## config.mk

```make
export PLATFORM = sky130hd
export DESIGN_NAME = swgear_ctrl
export DESIGN_NICKNAME = d
export VERILOG_FILES = /design/src/core/swgear_pkg.sv /design/src/core/swgear_ctrl.sv
export VERILOG_INCLUDE_DIRS = /design/src /design/src/core
export SDC_FILE = /design/constraint.sdc
export NUM_CORES = 2
export LEC_CHECK = 0
export ABC_AREA = 0
export BUFFER_PORTS_ARGS = -buffer_cell sky130_fd_sc_hd__buf_2
export CAP_MARGIN = 20
export CELL_PAD_IN_SITES_DETAIL_PLACEMENT = 0
export CELL_PAD_IN_SITES_GLOBAL_PLACEMENT = 1
export CORE_ASPECT_RATIO = 0.6
export CORE_MARGIN = 8
export CORE_UTILIZATION = 51
export DETAILED_ROUTE_END_ITERATION = 8
export PLACE_DENSITY_LB_ADDON = 0.1
export SLEW_MARGIN = 5
export SYNTH_ARGS = -nofsm -noshare
export SYNTH_HDL_FRONTEND = slang
export SYNTH_SLANG_ARGS = --single-unit
```

## constraint.sdc

```tcl
create_clock -name ref_clk_in -period 33.2 [get_ports ref_clk_in]
set_input_delay 3.32 -clock ref_clk_in [delete_from_list [all_inputs] [get_ports ref_clk_in]]
set_output_delay 3.32 -clock ref_clk_in [all_outputs]
set_load 0.01 [all_outputs]
```

## src/core/swgear_consts.svh

```systemverilog
// constants for the switchgear object control block
// assumes a 100 MHz ref_clk_in and a 32-bit APB register port
`ifndef SWGEAR_CONSTS_SVH
`define SWGEAR_CONSTS_SVH
// clock and time base
`define CLK_PERIOD_NS   10
`define TICK_PERIOD_NS  1000000
`define TICK_CYCLES     (`TICK_PERIOD_NS / `CLK_PERIOD_NS)
// register byte offsets
`define REG_CTRL        8'h00
`define REG_CMD         8'h04
`define REG_STATUS      8'h08
`define REG_TRAVERSE    8'h0c
`define REG_CLOSE_PULSE 8'h10
`define REG_OPEN_PULSE  8'h14
`define REG_TERM_TIME   8'h18
`define REG_DI_POL      8'h1c
`define REG_DO_POL      8'h20
`define REG_MAP_LATCH   8'h24
`define REG_BLK_SEL     8'h28
`define REG_LOGIC_IN    8'h2c
`define REG_EVT_STAT    8'h30
`define REG_EVT_MASK    8'h34
`define REG_REC_IDX     8'h38
`define REG_REC_DATA    8'h3c
`define REG_DI_DLY_BASE 8'h40
// ctrl fields
`define CTRL_REMOTE     0
`define CTRL_USE_SYNC   1
`define CTRL_USE_READY  2
`define CTRL_BLK_EN     3
`define CTRL_CLR_LATCH  8
`define CTRL_CLR_REC    9
// event bits
`define EV_OPEN_REQ     0
`define EV_CLOSE_REQ    1
`define EV_OPEN_FAIL    2
`define EV_CLOSE_FAIL   3
`define EV_INTER        4
`define EV_BAD          5
`define EV_DONE         6
// sizes and reset values
`define NUM_DI          4
`define NUM_EV          7
`define REC_DEPTH       12
`define MS_W            21
`define TIME_RST        21'h0003e8
`endif

```

## src/core/swgear_pkg.sv

```systemverilog
// types shared by the switchgear object control block
// assumes nothing from the constants header; widths and encodings are literal here
package swgear_pkg;
   // command sequencer states, one-hot
   typedef enum logic [2:0] {
      C_IDLE  = 3'b001,
      C_PULSE = 3'b010,
      C_WAIT  = 3'b100
   } cmd_state_e;
   // object status from {close input, open input}
   typedef enum logic [1:0] {
      ST_INTER  = 2'b00,
      ST_OPEN   = 2'b01,
      ST_CLOSED = 2'b10,
      ST_BAD    = 2'b11
   } obj_status_e;
   typedef logic [20:0] ms_t;
endpackage

```

## src/core/swgear_ctrl.sv

```systemverilog
// switchgear object control: command pulses, supervision, input/output
// conditioning, operation record, event mask and APB register port.
// assumes di_in pins are asynchronous; app_* and stage_* are on ref_clk_in.
// Notes on behaviour
// - command pulse capped, cut at reached state
// - target status not reached by timeout: fail
// - intermediate reported only after traverse time
// - application requests bypass local/remote selection
// - each status mapping latched or non-latched
// - latched mapping needs source low plus clear
// - masks reset off; record only masked events
// - selectable blocking source blocks the object
// - twelve-entry operation record, clear empties all
// - per-input polarity normally open or closed
// - per-input activation and release delays
// - per-output polarity, normally open at reset
// - status decoded from open and close inputs
// - close refused without enabled sync/ready
// - local ignores remote commands, remote ignores local
`timescale 1ns/1ns
`include "swgear_consts.svh"
module swgear_ctrl
   import swgear_pkg::*;
#(
   parameter int TICK_CYC = `TICK_CYCLES  // cycles per 1 ms tick
) (
   // clock and reset
   input  wire logic        ref_clk_in,
   input  wire logic        reset_in,
   // apb slave
   input  wire logic        psel_in,
   input  wire logic        penable_in,
   input  wire logic        pwrite_in,
   input  wire logic [7:0]  paddr_in,
   input  wire logic [31:0] pwdata_in,
   output logic      [31:0] prdata_out,
   output logic             pready_out,
   output logic             pslverr_out,
   // field pins and application signals
   input  wire logic [3:0]  di_in,
   input  wire logic        app_open_in,
   input  wire logic        app_close_in,
   input  wire logic [2:0]  stage_sig_in,
   // coils, relays and interrupt
   output logic [3:0]       do_out,
   output logic             irq_out
);
   // saturating ms increment
   function automatic ms_t inc_ms(input ms_t v);
      return (v == '1) ? v : ms_t'(v + 1'b1);
   endfunction

   logic [16:0] div_q;                       // tick divider
   logic        tick_q;                      // 1 ms enable pulse
   logic [3:0]  di_s1_q, di_s2_q;            // input synchroniser
   logic [3:0]  di_cond_q;                   // conditioned inputs
   ms_t         di_cnt_q [`NUM_DI];          // input delay counters
   ms_t         di_act_q [`NUM_DI];          // activation delays
   ms_t         di_rel_q [`NUM_DI];          // release delays
   logic [31:0] ctrl_q;                      // control bits
   ms_t         trav_q, cpulse_q, opulse_q, term_q;
   logic [3:0]  di_pol_q, do_pol_q;          // polarities
   logic [1:0]  latch_q, lat_hold_q;         // mapping modes, latches
   logic [4:0]  blk_sel_q;                   // blocking source index
   logic [7:0]  logic_in_q;                  // logical inputs
   logic [6:0]  ev_stat_q, ev_mask_q;        // events
   logic [3:0]  rec_idx_q, rec_wp_q, rec_cnt_q;
   logic [22:0] rec_q [`REC_DEPTH];          // {fail, close, ms}
   cmd_state_e  st_q;                        // sequencer state
   logic        tgt_close_q;                 // commanded direction
   ms_t         cmd_ms_q, trav_ms_q;         // command and traverse timers
   logic        inter_rep_q;                 // intermediate reported
   logic        pready_q, pslverr_q;
   logic [31:0] prdata_q;
   logic [3:0]  do_q;
   logic        irq_q;

   // bus decode
   logic        acc, wr;
   logic [31:0] rd_mux;
   logic        hit;
   assign acc = psel_in & penable_in & ~pready_q;
   assign wr  = psel_in & penable_in & pready_q & pwrite_in;

   // object status and derived signals
   obj_status_e obj;
   logic        blocked, reached, pulse_on;
   logic [16:0] blk_src;
   assign obj = obj_status_e'({di_cond_q[1], di_cond_q[0]});
   assign blk_src = {stage_sig_in, obj == ST_CLOSED, obj == ST_OPEN,
                     logic_in_q, di_cond_q};
   assign blocked = ctrl_q[`CTRL_BLK_EN] &
                    (blk_sel_q <= 5'd16) & blk_src[blk_sel_q];
   assign reached = tgt_close_q ? (obj == ST_CLOSED) : (obj == ST_OPEN);
   assign pulse_on = (st_q == C_PULSE);

   // request arbitration
   logic loc, rem, req_o, req_c, ok_c, go_o, go_c;
   assign loc = ~ctrl_q[`CTRL_REMOTE];
   assign rem = ctrl_q[`CTRL_REMOTE];
   // each source only while its side holds control; app always
   assign req_o = app_open_in | (wr && paddr_in == `REG_CMD &&
                  ((loc & pwdata_in[0]) | (rem & pwdata_in[2])));
   assign req_c = app_close_in | (wr && paddr_in == `REG_CMD &&
                  ((loc & pwdata_in[1]) | (rem & pwdata_in[3])));
   assign ok_c = (~ctrl_q[`CTRL_USE_SYNC] | di_cond_q[3]) &
                 (~ctrl_q[`CTRL_USE_READY] | di_cond_q[2]);
   assign go_o = (st_q == C_IDLE) & ~blocked & req_o;
   assign go_c = (st_q == C_IDLE) & ~blocked & ~req_o & req_c & ok_c;

   // 1 ms tick divider
   always_ff @(posedge ref_clk_in or posedge reset_in) begin
      if (reset_in) begin
         div_q  <= 17'h0;
         tick_q <= 1'b0;
      end else if (div_q == 17'(TICK_CYC - 1)) begin
         div_q  <= 17'h0;
         tick_q <= 1'b1;
      end else begin
         div_q  <= div_q + 17'h1;
         tick_q <= 1'b0;
      end
   end

   // two-stage synchroniser on field pins
   always_ff @(posedge ref_clk_in or posedge reset_in) begin
      if (reset_in) begin
         di_s1_q <= 4'h0;
         di_s2_q <= 4'h0;
      end else begin
         di_s1_q <= di_in;
         di_s2_q <= di_s1_q;
      end
   end

   // input polarity and activation/release delays
   always_ff @(posedge ref_clk_in or posedge reset_in) begin
      if (reset_in) begin
         di_cond_q <= 4'h0;
         for (int i = 0; i < `NUM_DI; i++) di_cnt_q[i] <= '0;
      end else begin
         for (int i = 0; i < `NUM_DI; i++) begin
            if ((di_s2_q[i] ^ di_pol_q[i]) == di_cond_q[i]) begin
               di_cnt_q[i] <= '0;  // restart on each new transition
            end else if (di_cnt_q[i] >=
                         (di_cond_q[i] ? di_rel_q[i] : di_act_q[i])) begin
               di_cond_q[i] <= ~di_cond_q[i];
               di_cnt_q[i]  <= '0;
            end else if (tick_q) begin
               di_cnt_q[i] <= inc_ms(di_cnt_q[i]);
            end
         end
      end
   end

   // command sequencer
   always_ff @(posedge ref_clk_in or posedge reset_in) begin
      if (reset_in) begin
         st_q        <= C_IDLE;
         tgt_close_q <= 1'b0;
         cmd_ms_q    <= '0;
      end else begin
         unique case (st_q)
            C_IDLE: begin
               if (go_o | go_c) begin
                  st_q        <= C_PULSE;
                  tgt_close_q <= go_c;
                  cmd_ms_q    <= '0;
               end
            end
            C_PULSE: begin
               if (tick_q) cmd_ms_q <= inc_ms(cmd_ms_q);
               if (reached) begin
                  st_q <= C_IDLE;  // cut short
               end else if (cmd_ms_q >= term_q) begin
                  st_q <= C_IDLE;
               end else if (cmd_ms_q >= (tgt_close_q ? cpulse_q : opulse_q)) begin
                  st_q <= C_WAIT;
               end
            end
            C_WAIT: begin
               if (tick_q) cmd_ms_q <= inc_ms(cmd_ms_q);
               if (reached | (cmd_ms_q >= term_q)) st_q <= C_IDLE;
            end
            default: st_q <= C_IDLE;
         endcase
      end
   end

   // traverse supervision
   always_ff @(posedge ref_clk_in or posedge reset_in) begin
      if (reset_in) begin
         trav_ms_q   <= '0;
         inter_rep_q <= 1'b0;
      end else if (obj != ST_INTER) begin
         trav_ms_q   <= '0;
         inter_rep_q <= 1'b0;
      end else begin
         if (tick_q) trav_ms_q <= inc_ms(trav_ms_q);
         if (trav_ms_q > trav_q) inter_rep_q <= 1'b1;
      end
   end

   // event sources this cycle
   logic       done, fail;
   logic [6:0] ev_set;
   assign done = (st_q != C_IDLE) & reached;
   assign fail = (st_q != C_IDLE) & ~reached & (cmd_ms_q >= term_q);
   assign ev_set = {done, obj == ST_BAD,
                    (obj == ST_INTER) & ~inter_rep_q & (trav_ms_q > trav_q),
                    fail & tgt_close_q, fail & ~tgt_close_q, go_c, go_o};

   // sticky events, set beats write-one-to-clear
   always_ff @(posedge ref_clk_in or posedge reset_in) begin
      if (reset_in) begin
         ev_stat_q <= 7'h0;
      end else if (wr && paddr_in == `REG_EVT_STAT) begin
         ev_stat_q <= (ev_stat_q & ~pwdata_in[6:0]) | ev_set;
      end else begin
         ev_stat_q <= ev_stat_q | ev_set;
      end
   end

   // operation record, only masked outcomes are stored
   logic rec_we;
   assign rec_we = (done & ev_mask_q[`EV_DONE]) |
                   (fail & ev_mask_q[tgt_close_q ? `EV_CLOSE_FAIL : `EV_OPEN_FAIL]);
   always_ff @(posedge ref_clk_in or posedge reset_in) begin
      if (reset_in) begin
         rec_wp_q  <= 4'h0;
         rec_cnt_q <= 4'h0;
         for (int i = 0; i < `REC_DEPTH; i++) rec_q[i] <= 23'h0;
      end else if (wr && paddr_in == `REG_CTRL && pwdata_in[`CTRL_CLR_REC]) begin
         rec_wp_q  <= 4'h0;
         rec_cnt_q <= 4'h0;
         for (int i = 0; i < `REC_DEPTH; i++) rec_q[i] <= 23'h0;
      end else if (rec_we) begin
         rec_q[rec_wp_q] <= {fail, tgt_close_q, cmd_ms_q};
         rec_wp_q  <= (rec_wp_q == 4'(`REC_DEPTH - 1)) ? 4'h0 : rec_wp_q + 4'h1;
         if (rec_cnt_q != 4'(`REC_DEPTH)) rec_cnt_q <= rec_cnt_q + 4'h1;
      end
   end

   // mapping latches for open and closed status relays
   logic [1:0] map_src;
   assign map_src = {obj == ST_CLOSED, obj == ST_OPEN};
   always_ff @(posedge ref_clk_in or posedge reset_in) begin
      if (reset_in) begin
         lat_hold_q <= 2'h0;
      end else begin
         for (int i = 0; i < 2; i++) begin
            if (map_src[i]) begin
               lat_hold_q[i] <= latch_q[i];
            end else if (wr && paddr_in == `REG_CTRL &&
                         pwdata_in[`CTRL_CLR_LATCH]) begin
               lat_hold_q[i] <= 1'b0;
            end
         end
      end
   end

   // output stage with polarity: coils then relays
   always_ff @(posedge ref_clk_in or posedge reset_in) begin
      if (reset_in) begin
         do_q  <= 4'h0;
         irq_q <= 1'b0;
      end else begin
         do_q  <= {map_src | lat_hold_q,
                   pulse_on & tgt_close_q, pulse_on & ~tgt_close_q} ^ do_pol_q;
         irq_q <= |(ev_stat_q & ev_mask_q);
      end
   end

   // configuration registers
   always_ff @(posedge ref_clk_in or posedge reset_in) begin
      if (reset_in) begin
         ctrl_q     <= 32'h0;  // local control by default
         trav_q     <= `TIME_RST;
         cpulse_q   <= `TIME_RST;
         opulse_q   <= `TIME_RST;
         term_q     <= `TIME_RST;
         di_pol_q   <= 4'h0;
         do_pol_q   <= 4'h0;  // normally open
         latch_q    <= 2'h0;
         blk_sel_q  <= 5'h0;
         logic_in_q <= 8'h0;
         ev_mask_q  <= 7'h0;  // all masked off
         rec_idx_q  <= 4'h0;
         for (int i = 0; i < `NUM_DI; i++) begin
            di_act_q[i] <= '0;
            di_rel_q[i] <= '0;
         end
      end else if (wr) begin
         unique case (paddr_in)
            `REG_CTRL:        ctrl_q     <= {28'h0, pwdata_in[3:0]};
            `REG_TRAVERSE:    trav_q     <= pwdata_in[20:0];
            `REG_CLOSE_PULSE: cpulse_q   <= pwdata_in[20:0];
            `REG_OPEN_PULSE:  opulse_q   <= pwdata_in[20:0];
            `REG_TERM_TIME:   term_q     <= pwdata_in[20:0];
            `REG_DI_POL:      di_pol_q   <= pwdata_in[3:0];
            `REG_DO_POL:      do_pol_q   <= pwdata_in[3:0];
            `REG_MAP_LATCH:   latch_q    <= pwdata_in[1:0];
            `REG_BLK_SEL:     blk_sel_q  <= pwdata_in[4:0];
            `REG_LOGIC_IN:    logic_in_q <= pwdata_in[7:0];
            `REG_EVT_MASK:    ev_mask_q  <= pwdata_in[6:0];
            `REG_REC_IDX:     rec_idx_q  <= pwdata_in[3:0];
            default: begin
               if (paddr_in[7:5] == 3'b010 && paddr_in[1:0] == 2'b00) begin
                  if (paddr_in[2]) di_rel_q[paddr_in[4:3]] <= pwdata_in[20:0];
                  else             di_act_q[paddr_in[4:3]] <= pwdata_in[20:0];
               end
            end
         endcase
      end
   end

   // read mux and decode of mapped addresses
   always_comb begin
      rd_mux = 32'h0;
      hit    = 1'b1;
      unique case (paddr_in)
         `REG_CTRL:        rd_mux = ctrl_q;
         `REG_CMD:         rd_mux = 32'h0;
         `REG_STATUS:      rd_mux = {18'h0, di_cond_q, st_q, blocked,
                                     inter_rep_q, 2'(obj), 3'h0};
         `REG_TRAVERSE:    rd_mux = {11'h0, trav_q};
         `REG_CLOSE_PULSE: rd_mux = {11'h0, cpulse_q};
         `REG_OPEN_PULSE:  rd_mux = {11'h0, opulse_q};
         `REG_TERM_TIME:   rd_mux = {11'h0, term_q};
         `REG_DI_POL:      rd_mux = {28'h0, di_pol_q};
         `REG_DO_POL:      rd_mux = {28'h0, do_pol_q};
         `REG_MAP_LATCH:   rd_mux = {30'h0, latch_q};
         `REG_BLK_SEL:     rd_mux = {27'h0, blk_sel_q};
         `REG_LOGIC_IN:    rd_mux = {24'h0, logic_in_q};
         `REG_EVT_STAT:    rd_mux = {25'h0, ev_stat_q};
         `REG_EVT_MASK:    rd_mux = {25'h0, ev_mask_q};
         `REG_REC_IDX:     rd_mux = {28'h0, rec_idx_q};
         `REG_REC_DATA:    rd_mux = {rec_cnt_q, 5'h0, (rec_idx_q < 4'(`REC_DEPTH))
                                     ? rec_q[rec_idx_q] : 23'h0};
         default: begin
            if (paddr_in[7:5] == 3'b010 && paddr_in[1:0] == 2'b00) begin
               rd_mux = {11'h0, paddr_in[2] ? di_rel_q[paddr_in[4:3]]
                                            : di_act_q[paddr_in[4:3]]};
            end else begin
               hit = 1'b0;
            end
         end
      endcase
   end

   // apb answer: ready on the second access cycle
   always_ff @(posedge ref_clk_in or posedge reset_in) begin
      if (reset_in) begin
         pready_q  <= 1'b0;
         pslverr_q <= 1'b0;
         prdata_q  <= 32'h0;
      end else begin
         pready_q  <= acc;
         pslverr_q <= acc & ~hit;
         if (acc & ~pwrite_in) prdata_q <= rd_mux;
      end
   end

   assign prdata_out  = prdata_q;
   assign pready_out  = pready_q;
   assign pslverr_out = pslverr_q;
   assign do_out      = do_q;
   assign irq_out     = irq_q;
endmodule

```

* Word-level counts from Yosys, hierarchy flattened
Cells that the tools add are included.
Storage, ports and cells: register bits after elaboration 783, input port bits 54, output and inout port bits 39, word-level logic and storage cells 338
Operators by class: add/sub/neg operators 9, magnitude comparators 16, eq/ne operators 46, mux-type cells 79, bitwise gates (word level) 73, reduce and logical (&&, ||, !) cells 56
Operators with widths (count):
- $mux W21 | 34
- $mux W276 | 2
- $pmux W32 S16 | 1
- $bwmux W276 | 1
- $bwmux W84 | 2
- $add A21 B1 Y21 const B | 6
- $eq A21 B21 Y1 const B | 6
- $ge A21 B21 Y1 | 6
- $bmux W23 S4 | 1
- $demux W23 S4 | 1
- $mux W23 | 4
- $bmux W21 S2 | 2
- $eq A8 B6 Y1 const B | 8
- $reduce_and A2 Y1 | 23
- $demux W21 S2 | 1
- $pmux W21 S2 | 1
- $eq A8 B5 Y1 const B | 4
- $and A1 B1 Y1 | 29
- $mux W4 | 6
- $gt A21 B21 Y1 | 1
- $not A1 Y1 | 21
- $add A17 B1 Y17 const B | 1
- $eq A17 B17 Y1 const B | 1
- $mux W17 | 1
- other kinds (50) | 116

* Longest topological paths before layout
word-level depth 13, depth in mapped cells 12, depth with buffers taken out 9

* Least setup slack after synthesis
OpenSTA, ideal clock, no wires.
path type in2reg, from input paddr_in[6], to register cmd_ms_q[1], setup time 0.079 ns, arrival time 5.383 ns, setup slack 27.737 ns, cell stages on the path 9, path through buf_6 or4_1 buf_2 nor4_1 o221ai_1 a2111oi_4 or2_4 buf_8 mux2i_1
On the way: word-level cells in the longest chain between the ends 11, elaborated cells between the ends (all ways) 14
Ends and longest elaborated chain:
- start, declared | RTL line swgear_ctrl.sv:34 | input wire logic [7:0] paddr_in,
- $eq A8 B3 Y1 *
- $logic_and A1 B1 Y1 (no source line) *
- $logic_and A1 B1 Y1 | RTL line swgear_ctrl.sv:102 | assign req_o = app_open_in | (wr && paddr_in == `REG_CMD &&
- $or A1 B1 Y1 | RTL line swgear_ctrl.sv:102
- $not A1 Y1 | RTL line swgear_ctrl.sv:109 | assign go_c = (st_q == C_IDLE) & ~blocked & ~req_o & req_c & ok_c;
- $and A1 B1 Y1 (3 in series) | RTL line swgear_ctrl.sv:109
- $or A1 B1 Y1 * | RTL line swgear_ctrl.sv:165 | if (go_o | go_c) begin
- $ne A2 B1 Y1 (no source line) *
- $reduce_and A4 Y1 (no source line) *
- end signal, assigned | RTL line swgear_ctrl.sv:172 | if (tick_q) cmd_ms_q <= inc_ms(cmd_ms_q);
- end signal, assigned | RTL line swgear_ctrl.sv:182 | if (tick_q) cmd_ms_q <= inc_ms(cmd_ms_q);
- end, declared | RTL line swgear_ctrl.sv:71 | ms_t cmd_ms_q, trav_ms_q;
Every way passes the cells marked *; elsewhere a longest branch is shown, timed or not. A chain may end at the register's enable or synchronous reset.

* Worst setup path after layout
from input paddr_in[4], to register rec_q[182] (netlist bit)
On the way: word-level cells in the longest chain between the ends 4, elaborated cells between the ends (all ways) 5
Ends and longest elaborated chain:
- $logic_not A8 Y1 *
- $logic_and A1 B1 Y1 (no source line) *
- $logic_and A1 B1 Y1 * | RTL line swgear_ctrl.sv:233 | end else if (wr && paddr_in == `REG_CTRL && pwdata_in[`CTRL_CLR_REC]) begin
- $mux W276 / $reduce_bool A2 Y1 (equally long branches)
- end signal, assigned by index | RTL line swgear_ctrl.sv:238 | rec_q[rec_wp_q] <= {fail, tgt_close_q, cmd_ms_q};
- end, declared | RTL line swgear_ctrl.sv:68 | logic [22:0] rec_q [`REC_DEPTH];
Marks and branches as above.

==> qor.txt <==
Status = finished, final reports clean
Total gr overflow = 0
Die height = 234 µm
Mux cell area share after synthesis = 18.7%
Cell area power density = 53.5 mW/mm²
Internal power = 1.67 mW
Full die area = 0.0885 mm²
Largest net degree at the start of global routing = 175
Synthesized instance count = 3,618
FF-to-FF End = di_cnt_q[48]
Final Slew Violations = 0
Width of the chip = 379 µm
Initial antenna violation count = 15
CP startpoint kind = input port
Wire per inst = 27.1 µm
Cts-stage hold buffer count = 0
# rows = 79
MaxCap Viol Count = 0
Post-Synth Simple-Gate Area = 12.2%
Synth unique cells = 78
CTS tree = built
Area leader, netlist = dfrtp_1
Type of the worst setup path = in2reg
Clock root buffer = clkbuf_16
GPL Wtd Cong = 0.940
Final hold vios = 0
Core area = 0.0778 mm²
Cts repair resizes = 0
CP max stage delay = 0.87 ns
Worst-Margin Slew = 1.12 ns
Commonest non-fill, non-tap cell in the layout = dfrtp_1
Largest family of logic cells by synthesized area = multiplexers
Top cells by area, synth = dfrtp_1, mux2_2, mux4_2
Crit path required time = 33.70 ns
Clock slew at the register clock pins of the worst setup and hold paths = 0.06 ns
Yosys reg bits = 778
Vias = 30,100
Hold path startpoint = di_s1_q[3]
Mapped Avg Cell Area = 11.1 µm²
HP Class = reg2reg
CP endpoint kind = register
Total setup buffers inserted after CTS = 0
Synthesized-area fraction occupied by adder cells = 4.97%
Max IR drop VDD = 0.0660 mV
Yosys warning count = 0
First-pass GRT wire length = 191 mm
DRT Pass-1 Iters = 6
Critical path cell sequence = buf_2, buf_4, or4_1, nor3_4, nand2_4, buf_16, buf_4, nand2_1, o21ai_0
Final min period = 6.73 ns
Area fraction in compound gates after synthesis = 9.69%
Worst reg2reg path depth = 10
Layout area overhead = 10.6%
Ys async rst share = 100%
CTS max path bufs = 3
Synth Flop Type = dfrtp_1
Dpl cells = 4,547
CP max stage cell = or4_1
R2r startpoint = di_cond_q[1]
WL final = 127 mm
Placed inst area = 0.0417 mm²
DP HPWL = 88.8 mm
CTS Sinks = 778
# setup viols final = 0
Seq/Total Area, Yosys = 48.4%
Worst Path Buf+Inv = 4
Commonest cells after routing, fill and taps aside = dfrtp_1, nand3_1, o21ai_0
RSZ-0062 raised after global routing = false
Most common cell on crit path = buf_4
Max-slew headroom = 23.5%
Vias in the first global route = 29,100
Worst Hold Path EP = di_s2_q[3]
CTS buffer count = 77
Antenna-violating nets left = 0
Critical path arrival = 7.22 ns
Synthesized area = 0.0403 mm²
Logic pwr share = 15.9%
Ports = 93
Final critical-path share of the clock period = 20.3%
Switching share of power = 29.9%
Layout cells sized above 1 = 20.9%
Setup TNS = 0 ns
Post-route cell area = 0.0445 mm²
Worst skew pair latency = 0.67 ns
Pleak = 19.6 nW
Worst Path Max Fanout = 87
DR DRC count = 0
Synth Area in XOR/XNOR = 2.59%
Top-area cell type share of the netlist area = 46.8%
NetSw = 0.713 mW
CP delay by family, top = simple AND/OR/NAND/NOR gates
Initial Util = 51.7%
Seq pwr share = 44.5%
Worst path depth = 9
H-tree levels = 3
Flop-to-flop setup slack = 28.80 ns
NumNets Final = 3,795
Global Route Usage Sum = 28.7%
Hold Path Stages = 0
Via density = 6.41
Highest Clock Rate = 0.149 GHz
First DRT Iteration DRCs = 3,247
Post-Layout Cell Count = 4,702
Clock skew = 0.0324 ns
Tot Pwr = 2.38 mW
Clock network power share = 39.6%
Port bufs = 76
EDFF count, synth = 0
==> sequential cells by signal, indices dropped and copies added, names as in the netlist, 8 cells and up <==
signal and flops:
cmd_ms_q 21, trav_ms_q 21, term_q 21, rec_q 276
div_q 17, cpulse_q 21, di_rel_q 84, di_act_q 84
di_cnt_q 84, trav_q 21, prdata_out 27, logic_in_q 8
opulse_q 21
==> power by group through the flow <==
stage | Sequential, mW | Clock, mW | Combinational, mW
floorplan | 1.05 | 0 | 0.240
global placement | 1.07 | 0 | 0.360
detailed placement | 1.08 | 0 | 0.371
CTS | 1.06 | 0.960 | 0.373
global route | 1.07 | 0.999 | 0.415
finish | 1.06 | 0.942 | 0.378
==> metal layers <==
layer	up-vias	wire length, µm	global-route usage, %
met3	205	12700	8.33
met4	6	3490	7.75
li1	13200	-	-
met5	-	34	0
met2	1217	51300	38.3
met1	15500	59900	44.8
==> layout make-up <==
class,instances,area (µm²)
clock inverter,27,345
multi-input combinational,2498,19700
inverter,80,308
sequential,778,19500
clock buffer,112,2360
tap,1053,1320
fill,6487,33300
antenna,8,20.0
timing repair buffer,146,1020
==> worst max path at each step <==
stage           startpoint      endpoint  slack [ns]
2_1_floorplan     reset_in  blk_sel_q[0]        8.08
5_1_grt        paddr_in[4]    rec_q[182]       26.32
6_report       paddr_in[4]    rec_q[182]       26.47
3_5_place_dp   paddr_in[4]     rec_q[51]       25.49
3_3_place_gp   paddr_in[4]      rec_q[1]       25.63
4_1_cts        paddr_in[4]     rec_q[51]       26.23
==> synthesized netlist by cell type, drive strengths merged (12+ instances only) <==
cell     instances
dfrtp          753
a21oi           85
nor2b           15
dfstp           25
o211ai          14
a32o            12
clkbuf         197
o21ai          326
a22oi           25
nand4           52
ha             160
nor4            12
and2            17
a22o            12
and3            38
nand2          185
inv             80
nor3            37
mux2           299
a21o            13
buf             69
nand2b          20
xnor2           40
and4            16
xor2            79
a31oi           28
o22ai           22
nor2           226
mux4           116
nand3          353
a2111oi         14
mux2i          155
a222oi          16
==> worst register-to-register path, cell delays in order, from the launching register on <==
cell and delay, ns:
dfrtp_2 0.34, buf_4 0.53, mux2i_1 0.85, ha_1 0.39
a21oi_1 0.14, nor2_1 0.06, a2111oi_0 0.42, a211oi_1 0.14
o311ai_0 0.44, nand3_1 0.70, nor2_1 0.31
==> per-stage QoR <==
step	hold slack (ns)	utilization [%]	setup WS (ns)
final	0.348	57.3	26.47
after global routing	0.371	57.2	26.32
after CTS	0.350	57.0	26.23
after detailed placement	0.336	53.6	25.49
after global placement	0.334	53.5	25.63
after floorplan	0.331	-	8.08
==> kinds of logic after synthesis <==
logic type / Yosys count
flip-flops: 778
AND/OR/NAND/NOR: 1007
buffers and inverters: 346
AO/OA/AOI/OAI: 637
other: 1
adder cells (fa/ha/maj): 160
multiplexers: 570
XOR/XNOR: 119
Note: power is estimated with default switching activity, not from simulation.
